### src/rtl/kbd_enc_consts.svh
// constants for the keyboard matrix encoder
// assumes inclusion by the encoder package and modules only
`ifndef KBD_ENC_CONSTS_SVH
`define KBD_ENC_CONSTS_SVH

`define KE_DRIVE_STAGES 8
`define KE_SENSE_STAGES 11
`define KE_BANK_WORDS 88
`define KE_STORE_WORDS 264
`define KE_CODE_BITS 8
`define KE_DRIVE_RESET 8'h01
`define KE_SENSE_RESET 11'h001
`define KE_PARITY_POS 8
`define KE_DEBOUNCE_DEF 16'h0100

`endif

### src/rtl/kbd_enc_pkg.sv
// types for the keyboard matrix encoder
// assumes the constants header is on the include path
`include "kbd_enc_consts.svh"

package kbd_enc_pkg;
    typedef enum logic [1:0] {
        bank_plain,
        bank_shift,
        bank_control
    } bank_t;

    typedef struct packed {
        logic parity;
        logic [`KE_CODE_BITS-1:0] data;
    } key_word_t;

    typedef struct packed {
        logic parity_invert;
        logic data_strobe_invert;
        logic odd_parity;
    } polarity_t;
endpackage

### src/rtl/kbd_matrix_encoder.sv
// keyboard matrix encoder: scans an 8 x 11 switch matrix, emits 9-bit code and strobe
// assumes sense inputs synchronous to clock; debounce length set by a port
`include "kbd_enc_consts.svh"
`timescale 1ns/1ns
`default_nettype none

module kbd_matrix_encoder (
    input wire logic clock,
    input wire logic reset_n,
    input wire logic shift_level,
    input wire logic control_level,
    input wire logic [`KE_SENSE_STAGES-1:0] sense_return_lines,
    input wire kbd_enc_pkg::polarity_t polarity,
    input wire logic [15:0] debounce_cycles,
    output logic [`KE_DRIVE_STAGES-1:0] scan_drive_lines,
    output logic [8:0] key_code_outputs,
    output logic strobe,
    output logic scan_halted
);
    typedef enum logic [1:0] {st_scan, st_settle, st_debounce, st_hold} scan_state_t;

    scan_state_t state_q;
    logic [`KE_DRIVE_STAGES-1:0] drive_q;
    logic [`KE_SENSE_STAGES-1:0] sense_q;
    logic [15:0] delay_q;
    logic match;
    logic strobe_q;
    kbd_enc_pkg::bank_t bank;
    kbd_enc_pkg::key_word_t word_q;
    logic [6:0] word_index;

    // --------------------------------------------------------------
    // helpers
    // --------------------------------------------------------------
    function automatic logic [3:0] onehot_index(input logic [15:0] v);
        logic [3:0] r;
        r = 4'h0;
        for (int i = 0; i < 16; i++) begin
            if (v[i]) begin
                r = 4'(i);
            end
        end
        return r;
    endfunction

    // one step of the drive ring, shared by the ring and the scan line register
    function automatic logic [`KE_DRIVE_STAGES-1:0] drive_step(input logic [`KE_DRIVE_STAGES-1:0] v);
        return {v[`KE_DRIVE_STAGES-2:0], v[`KE_DRIVE_STAGES-1]};
    endfunction

    // --------------------------------------------------------------
    // addressing
    // --------------------------------------------------------------
    // joint ring address
    always_comb begin
        word_index = 7'(onehot_index(16'(drive_q))) * 7'h0B + 7'(onehot_index(16'(sense_q)));
        if (control_level) begin
            bank = kbd_enc_pkg::bank_control;
        end else if (shift_level) begin
            bank = kbd_enc_pkg::bank_shift;
        end else begin
            bank = kbd_enc_pkg::bank_plain;
        end
    end

    kbd_code_store u_store (
        .clock(clock),
        .bank(bank),
        .word_index(word_index),
        .odd_parity(polarity.odd_parity),
        .word_q(word_q)
    );

    assign match = |(sense_return_lines & sense_q);

    // --------------------------------------------------------------
    // scan control
    // --------------------------------------------------------------
    // match halts clocks now
    always_ff @(posedge clock) begin
        if (!reset_n) begin
            state_q <= st_scan;
            delay_q <= 16'h0000;
        end else begin
            case (state_q)
                st_scan: begin
                    if (match) begin
                        state_q <= st_settle;
                    end
                end
                st_settle: begin
                    delay_q <= 16'h0000;
                    state_q <= match ? st_debounce : st_scan;
                end
                st_debounce: begin
                    if (!match) begin
                        state_q <= st_scan;
                    end else if (delay_q >= debounce_cycles) begin
                        state_q <= st_hold;
                    end else begin
                        delay_q <= delay_q + 16'h0001;
                    end
                end
                st_hold: begin
                    if (!match) begin
                        state_q <= st_scan;
                    end
                end
                default: state_q <= st_scan;
            endcase
        end
    end

    always_ff @(posedge clock) begin
        if (!reset_n) begin
            drive_q <= `KE_DRIVE_RESET;
            sense_q <= `KE_SENSE_RESET;
        end else if (state_q == st_scan && !match) begin
            sense_q <= {sense_q[`KE_SENSE_STAGES-2:0], sense_q[`KE_SENSE_STAGES-1]};
            if (sense_q[`KE_SENSE_STAGES-1]) begin
                drive_q <= drive_step(drive_q);
            end
        end
    end

    // --------------------------------------------------------------
    // outputs
    // --------------------------------------------------------------
    // drive the scan lines
    // steps with the drive ring: a copy one cycle late would pair sense stage 0 with the previous column
    always_ff @(posedge clock) begin
        if (!reset_n) begin
            scan_drive_lines <= `KE_DRIVE_RESET;
            scan_halted <= 1'b0;
        end else begin
            if (state_q == st_scan && !match && sense_q[`KE_SENSE_STAGES-1]) begin
                scan_drive_lines <= drive_step(scan_drive_lines);
            end
            scan_halted <= (state_q != st_scan) || match;
        end
    end

    always_ff @(posedge clock) begin
        if (!reset_n) begin
            key_code_outputs <= 9'h000;
            strobe_q <= 1'b0;
            strobe <= 1'b0;
        end else begin
            strobe_q <= (state_q == st_hold) && match;
            strobe <= ((state_q == st_hold) && match) ^ polarity.data_strobe_invert;
            if (state_q != st_hold) begin
                key_code_outputs[`KE_PARITY_POS] <= word_q.parity ^ polarity.parity_invert;
                key_code_outputs[`KE_CODE_BITS-1:0] <= word_q.data ^ {`KE_CODE_BITS{polarity.data_strobe_invert}};
            end
        end
    end
endmodule

`default_nettype wire

### src/rtl/kbd_code_store.sv
// mask-programmed code store: three banks of 88 eight-bit codes plus parity
// assumes a synchronous read one cycle after the address is presented
`include "kbd_enc_consts.svh"
`timescale 1ns/1ns
`default_nettype none

module kbd_code_store (
    input wire logic clock,
    input wire kbd_enc_pkg::bank_t bank,
    input wire logic [6:0] word_index,
    input wire logic odd_parity,
    output kbd_enc_pkg::key_word_t word_q
);
    logic [`KE_CODE_BITS-1:0] store_mem [0:`KE_STORE_WORDS-1];
    logic [8:0] address;
    logic [`KE_CODE_BITS-1:0] code;

    // --------------------------------------------------------------
    // pattern standing in for the mask contents
    // --------------------------------------------------------------
    initial begin
        for (int i = 0; i < `KE_STORE_WORDS; i++) begin
            store_mem[i] = 8'(i);
        end
    end

    always_comb begin
        address = 9'(word_index) + 9'(bank) * 9'(`KE_BANK_WORDS);
        code = store_mem[address];
    end

    always_ff @(posedge clock) begin
        word_q.data <= code;
        word_q.parity <= (^code) ^ odd_parity;
    end
endmodule

`default_nettype wire

### config.mk
export PLATFORM = sky130hd
export DESIGN_NAME = kbd_matrix_encoder
export DESIGN_NICKNAME = d
export VERILOG_FILES = /design/src/rtl/kbd_enc_pkg.sv /design/src/rtl/kbd_matrix_encoder.sv /design/src/rtl/kbd_code_store.sv
export VERILOG_INCLUDE_DIRS = /design/src /design/src/rtl
export SDC_FILE = /design/constraint.sdc
export NUM_CORES = 1
export LEC_CHECK = 0
export BUFFER_PORTS_ARGS = -buffer_cell sky130_fd_sc_hd__buf_2
export CAP_MARGIN = 20
export CORE_MARGIN = 2
export CORE_UTILIZATION = 50
export DETAILED_ROUTE_END_ITERATION = 7
export MAX_ROUTING_LAYER = met4
export PLACE_DENSITY_LB_ADDON = 0.05
export SKIP_CTS_REPAIR_TIMING = 1
export SYNTH_ARGS = -nofsm -noshare
export SYNTH_HDL_FRONTEND = slang
export SYNTH_SLANG_ARGS = --single-unit
### constraint.sdc
create_clock -name clock -period 5.9 [get_ports clock]
set_input_delay 0.295 -clock clock [delete_from_list [all_inputs] [get_ports clock]]
set_output_delay 0.295 -clock clock [all_outputs]
set_load 0.01 [all_outputs]
### After elaboration in Yosys (flattened, before gate mapping)

Memories as Yosys holds them, arrays and structs flattened.
Cells that the tools add are included.

| operators by class | value |
|---|---|
| add/sub/neg operators | 3 |
| $mul | 2 |
| div/mod/pow operators | 0 |
| $lt $le $gt $ge | 1 |
| eq/ne operators | 9 |
| shift operators | 0 |
| muxes and demuxes | 28 |
| bitwise gates (word level) | 5 |
| reductions and logical operators | 13 |

Operators by type and width:

| kind | count |
|---|---|
| 2-to-1 mux 4 bit | 15 |
| 2-to-1 mux 16 bit | 2 |
| case mux 16 bit (2 select lines) | 1 |
| adder 16 x 1 -> 16 bit (second input constant) | 1 |
| greater-or-equal comparator 16 bit | 1 |
| 2-to-1 mux 2 bit | 6 |
| bitwise AND 11 bit | 1 |
| OR reduction 11 bit | 1 |
| inequality test 2 bit (second input constant) | 5 |
| adder 7 x 9 -> 9 bit | 1 |
| case mux 2 bit (4 select lines) | 1 |
| XOR reduction 8 bit | 1 |
| XOR 8 bit | 1 |
| adder 7 x 4 -> 7 bit | 1 |
| multiplier 4 x 4 -> 7 bit (second input constant) | 1 |
| multiplier 2 x 4 -> 6 bit (second input constant) | 1 |
| AND reduction 3 bit | 2 |
| == test 2 bit (second input constant) | 2 |
| nonzero test 2 bit | 2 |
| logical AND 1 bit | 3 |
| 2-to-1 mux 1 bit | 3 |
| inequality test 3 bit (second input constant) | 1 |
| XOR 1 bit | 3 |
| == test 2 x 1 -> 1 bit (second input constant) | 1 |
| 4 further kinds | 4 |

| storage, ports and cells | value |
|---|---|
| register bits after elaboration | 65 |
| latch bits | 0 |
| bits in writable memories | 0 |
| bits in read-only memories | 2112 |
| bits of input ports | 34 |
| output and inout bits | 19 |
| word-level logic and storage cells | 72 |
| memories kept | 1 |

Memories:

| name | depth | width | read ports | clocked after Yosys merged registers in | wr ports | line | source |
|---|---|---|---|---|---|---|---|
| u_store.store_mem | 264 | 8 | 1 | 0 | 0 | kbd_code_store.sv:14 | `` logic [`KE_CODE_BITS-1:0] store_mem [0:`KE_STORE_WORDS-1]; `` |

### Depth between registers and ports, before layout

An unclocked memory read counts as a cell.

| depth | value |
|---|---|
| depth after elaboration | 15 |
| mapped depth | 19 |
| depth with buffers taken out | 19 |

### Modules after synthesis

Synthesis repeated with hierarchy kept, for this count alone.

| unflattened totals | value |
|---|---|
| cell total of the unflattened synthesis | 427 |
| area, all modules | 3777.4 µm² |

Modules (own cells, without submodules):

| module | times used | cells each | area an instance (µm²) | seq. area each (µm²) |
|---|---|---|---|---|
| kbd_matrix_encoder | 1 | 377 | 3246.9 | 1121.1 |
| kbd_code_store | 1 | 50 | 530.5 | 180.2 |

### Worst setup path before layout

Ideal clock, no wire load.

| timing path | value |
|---|---|
| path type | reg-to-reg |
| start point | register drive_q[7] |
| end point | register u_store.word_q[8] (netlist name) |
| library setup time | 0.118 ns |
| arrival | 3.973 ns |
| data required time | 5.782 ns |
| slack | 1.809 ns |
| cell stages (with the launch flop) | 17 |
| path buffers | 0 |
| period minus slack after synthesis | 4.091 ns |
| cells stage by stage | dfxtp_1 nor2_1 inv_1 or3_1 ha_1 fa_1 fa_1 a21o_1 a21oi_1 xnor2_1 ha_1 nor2b_1 nor2_1 nor2_1 or4b_2 nand4_1 xnor2_1 |

| on the way | value |
|---|---|
| longest elaborated chain between the ends | 7 |

Ends and longest elaborated chain:

| item | line | source |
|---|---|---|
| start, declared | kbd_matrix_encoder.sv:23 | `` logic [`KE_DRIVE_STAGES-1:0] drive_q; `` |
| start signal, assigned | kbd_matrix_encoder.sv:116 | `` drive_q <= `KE_DRIVE_RESET; `` |
| start signal, assigned | kbd_matrix_encoder.sv:121 | `drive_q <= drive_step(drive_q);` |
| 2-to-1 mux 4 bit | kbd_matrix_encoder.sv:39 | `if (v[i]) begin` |
| multiplier 4 x 4 -> 7 bit | kbd_matrix_encoder.sv:56 | `word_index = 7'(onehot_index(16'(drive_q))) * 7'h0B + 7'(onehot_index(16'(sense_q)));` |
| adder 7 x 4 -> 7 bit | kbd_matrix_encoder.sv:56 |  |
| adder 7 x 9 -> 9 bit | kbd_code_store.sv:28 | `` address = 9'(word_index) + 9'(bank) * 9'(`KE_BANK_WORDS); `` |
| memory read (264 x 8 bit) | n/a |  |
| XOR reduction 8 bit | kbd_code_store.sv:34 | `word_q.parity <= (^code) ^ odd_parity;` |
| XOR 1 bit | kbd_code_store.sv:34 |  |

No other way between the ends.
A chain may end at the register's enable or synchronous reset.

### Worst setup path in the final report

| timing path | value |
|---|---|
| start point | register drive_q[7] |
| end point | register u_store.word_q[8] (netlist name) |

| on the way | value |
|---|---|
| longest elaborated chain between the ends | 7 |

Ends and longest elaborated chain:

| item | line |
|---|---|
| 2-to-1 mux 4 bit | kbd_matrix_encoder.sv:39 |
| multiplier 4 x 4 -> 7 bit | kbd_matrix_encoder.sv:56 |
| adder 7 x 4 -> 7 bit | kbd_matrix_encoder.sv:56 |
| adder 7 x 9 -> 9 bit | kbd_code_store.sv:28 |
| memory read (264 x 8 bit) | n/a |
| XOR reduction 8 bit | kbd_code_store.sv:34 |
| XOR 1 bit | kbd_code_store.sv:34 |

No other way between the ends.

==> flow_metrics.env <==
export IMPL_internal_power_mw=0.765
export IMPL_synth_seq_cells=65
export IMPL_cts_buffer_depth=2
export IMPL_postSynthAreaPerCell_um2=8.63
export IMPL_ys_flop_type="dfxtp_1"
export IMPL_hold_path_class="in -> reg"
export IMPL_cts_tree="built"
export IMPL_clk_latency_ps=330
export IMPL_n_antenna_cell=0
export IMPL_wl_met3_um=242
export IMPL_synth_cell_area_mm2=0.00370
export IMPL_grt_usage_pct=19.6
export IMPL_cp_max_fo=5
export IMPL_drive_above_1_share_pct=15.7
export IMPL_crit_family="adder cells"
export IMPL_grt_ovfl_total=0
export IMPL_wl_met1_um=3640
export IMPL_setup_viol=0
export IMPL_powerDensity_mw_per_mm2=247
export IMPL_pre_cts_ws_ps=1600
export IMPL_fin_util_pct=58.6
export IMPL_final_area_mm2=0.00423
export IMPL_worstSetupPathType="reg -> reg"
export IMPL_io_pins=53
export IMPL_grt_pass1_wl_um=12800
export IMPL_status="complete, no violations"
export IMPL_highest_layer="met4"
export IMPL_critPathRequiredTime_ps=6160
export IMPL_first_pass_iters=4
export IMPL_vias=3088
export IMPL_drv_cap=0
export IMPL_gp_congestion=0.853
export IMPL_path_buf_inv=1
export IMPL_min_period_ps=4330
export IMPL_end_kind="flip-flop"
export IMPL_seq_power_share_pct=46.2
export IMPL_comb_power_share_pct=17.8
export IMPL_grt_pass1_vias=2778
export IMPL_p_leak_nw=1.98
export IMPL_port_buffers=52
export IMPL_slew_viol_final=0
export IMPL_dpl_hpwl_um=5610
export IMPL_synth_distinct_cells=43
export IMPL_hold_viol_final=0
export IMPL_die_area_mm2=0.00811
export IMPL_async_flop_share_pct=0
export IMPL_clock_skew_ps=9.97
export IMPL_synth_top_area_share_pct=35.1
export IMPL_p_switching_mw=0.280
export IMPL_yosysMostFrequentCell="dfxtp_1"
export IMPL_cpPeakStageDelay_ps=610
export IMPL_post_drt_wl_per_cell_um=13.3
export IMPL_die_h_um=90.1
export IMPL_slowest_stage="or4b_2"
export IMPL_slew_headroom_pct=50.8
export IMPL_holdWs_ps=307
export IMPL_initial_utilization_pct=51.3
export IMPL_syn_to_final_growth_pct=14.2
export IMPL_grt_max_degree=44
export IMPL_row_count=31
export IMPL_ctsRootBufferMaster="clkbuf_8"
export IMPL_placedInstanceArea_mm2=0.00403
export IMPL_rsz0062_at_grt="no"
export IMPL_fmax_mhz=231
export IMPL_synth_area_leaders="dfxtp_1 (35%), ha_1 (10%), nand2_1 (4.6%)"
export IMPL_fin_ws_ps=1570
export IMPL_syn_nets=498
export IMPL_p_clk_share_pct=36.0
export IMPL_tightest_slew_ps=731
export IMPL_route_met2_wl_um=3670
export IMPL_synth_common_cells="dfxtp_1 (65), nand2_1 (45), ha_1 (31), inv_1 (30), nand3_1 (27)"
export IMPL_first_iter_violations=203
export IMPL_clock_sinks=65
export IMPL_peakVddDrop_v=0.000133
export IMPL_routed_wl_um=7650
export IMPL_clk_pin_slew_ps=70
export IMPL_synth_edf_count=0
export IMPL_critPathLaunchType="flip-flop"
export IMPL_crit_arrival_ps=4590
export IMPL_synth_largest_area_cell="dfxtp_1"
export IMPL_routed_via_density=5.35
export IMPL_crit_chain="nor2_1 -> inv_1 -> or3_1 -> ha_1 -> fa_1 -> fa_1 -> a21o_1 -> a21oi_1 -> xnor2_1 -> ha_1 -> nor2b_1 -> nor2_1 -> nor2_1 -> or4b_2 -> nand4_1 -> xnor2_1"
export IMPL_die_w_um=90.1
export IMPL_yosysWarningCount=0
export IMPL_h_tree_depth=3
export IMPL_synthCells=429
export IMPL_core_area_mm2=0.00721
export IMPL_crit_top_cell="nor2_1"
export IMPL_drc_errors=0
export IMPL_finalSetupTns_ps=0
export IMPL_ys_seq_area_share_pct=35.1
export IMPL_min_period_over_period_pct=73.4
export IMPL_numCtsBuffers=9
export IMPL_switching_share_pct=26.8
export IMPL_nets=543
export IMPL_antenna_left=0
export IMPL_antenna_found_initial=0
[layer usage]
layer	up-vias	global-route usage, %
li1	1603	-
met1	1427	24.9
met2	48	31.1
met3	10	4.02
met4	0	7.31
met5	-	-
[cells in the final DEF (no fill, tap or decap), types with 3 or more instances in the layout]
master	synthesis	final
nand4_1	6	6
buf_4	0	3
or4_1	6	6
fa_1	4	4
nand3_1	27	27
o211ai_1	3	3
buf_2	3	52
clkbuf_8	0	11
o31ai_1	6	6
or3_1	8	8
and4_1	3	3
xor2_1	5	5
nor2b_1	15	15
mux2i_1	9	9
o21bai_1	3	3
nor4_1	3	3
xnor2_1	18	18
a21o_1	5	5
ha_1	31	31
o21a_1	5	5
and2_1	3	3
a21boi_0	15	15
nand2_1	45	45
a22oi_1	5	5
o211a_1	9	9
a21oi_1	21	21
or2_2	3	3
and3_1	6	6
inv_1	30	30
dfxtp_1	65	65
nor2_1	21	21
o21ai_0	10	10
[per-stage QoR]
step | instances | total power, mW
6_report | 577 | 1.04
5_1_grt | 577 | 1.10
4_1_cts | 577 | 1.06
3_5_place_dp | 562 | 0.680
3_3_place_gp | 562 | 0.677
2_1_floorplan | 429 | 0.627
[flip-flops by register name (all words and copies together), names as in the netlist]
register          cells
scan_halted           1
scan_drive_lines      8
key_code_outputs      9
sense_q              11
delay_q              16
drive_q               8
u_store.word_q        9
strobe                1
state_q               2
[power by group through the flow]
| stage | Combinational [mW] | Sequential (mW) | Clock (mW) |
|---|---|---|---|
| floorplan | 0.133 | 0.493 | 0 |
| global placement | 0.185 | 0.492 | 0 |
| detailed placement | 0.188 | 0.492 | 0 |
| CTS | 0.189 | 0.482 | 0.387 |
| global route | 0.208 | 0.485 | 0.404 |
| finish | 0.186 | 0.482 | 0.376 |
[layout make-up]
type / count / area [µm²]
Clock buffer: 12 / 155
Fill cell: 699 / 2990
Sequential cell: 65 / 1300
Tap cell: 99 / 124
Multi-Input combinational cell: 313 / 2210
Timing Repair Buffer: 55 / 283
Clock inverter: 3 / 40.0
Inverter: 30 / 113
[kinds of logic (layout without fill, tap and decap cells)]
| kind of cell | count (synthesis) | after routing | synth area share (%) |
|---|---|---|---|
| AOI/OAI and AO/OA | 91 | 91 | 17.1 |
| xor gates and xnor gates | 24 | 24 | 6.05 |
| adders and majority gates | 35 | 35 | 12.6 |
| buffers and inverters | 51 | 100 | 5.27 |
| DFF | 65 | 65 | 35.1 |
| muxes | 9 | 9 | 2.43 |
| and+or+nand+nor | 154 | 154 | 21.4 |
[final timing paths]
path | startpoint | to | slack [ps] | cells past startpoint
max | drive_q[7] | u_store.word_q[8] | 1570 | 16
max reg2reg | drive_q[7] | u_store.word_q[8] | 1570 | 16
min | control_level | u_store.word_q[7] | 310 | 2
min reg2reg | drive_q[0] | drive_q[0] | 480 | 2
(Power assumes the default switching activity.)
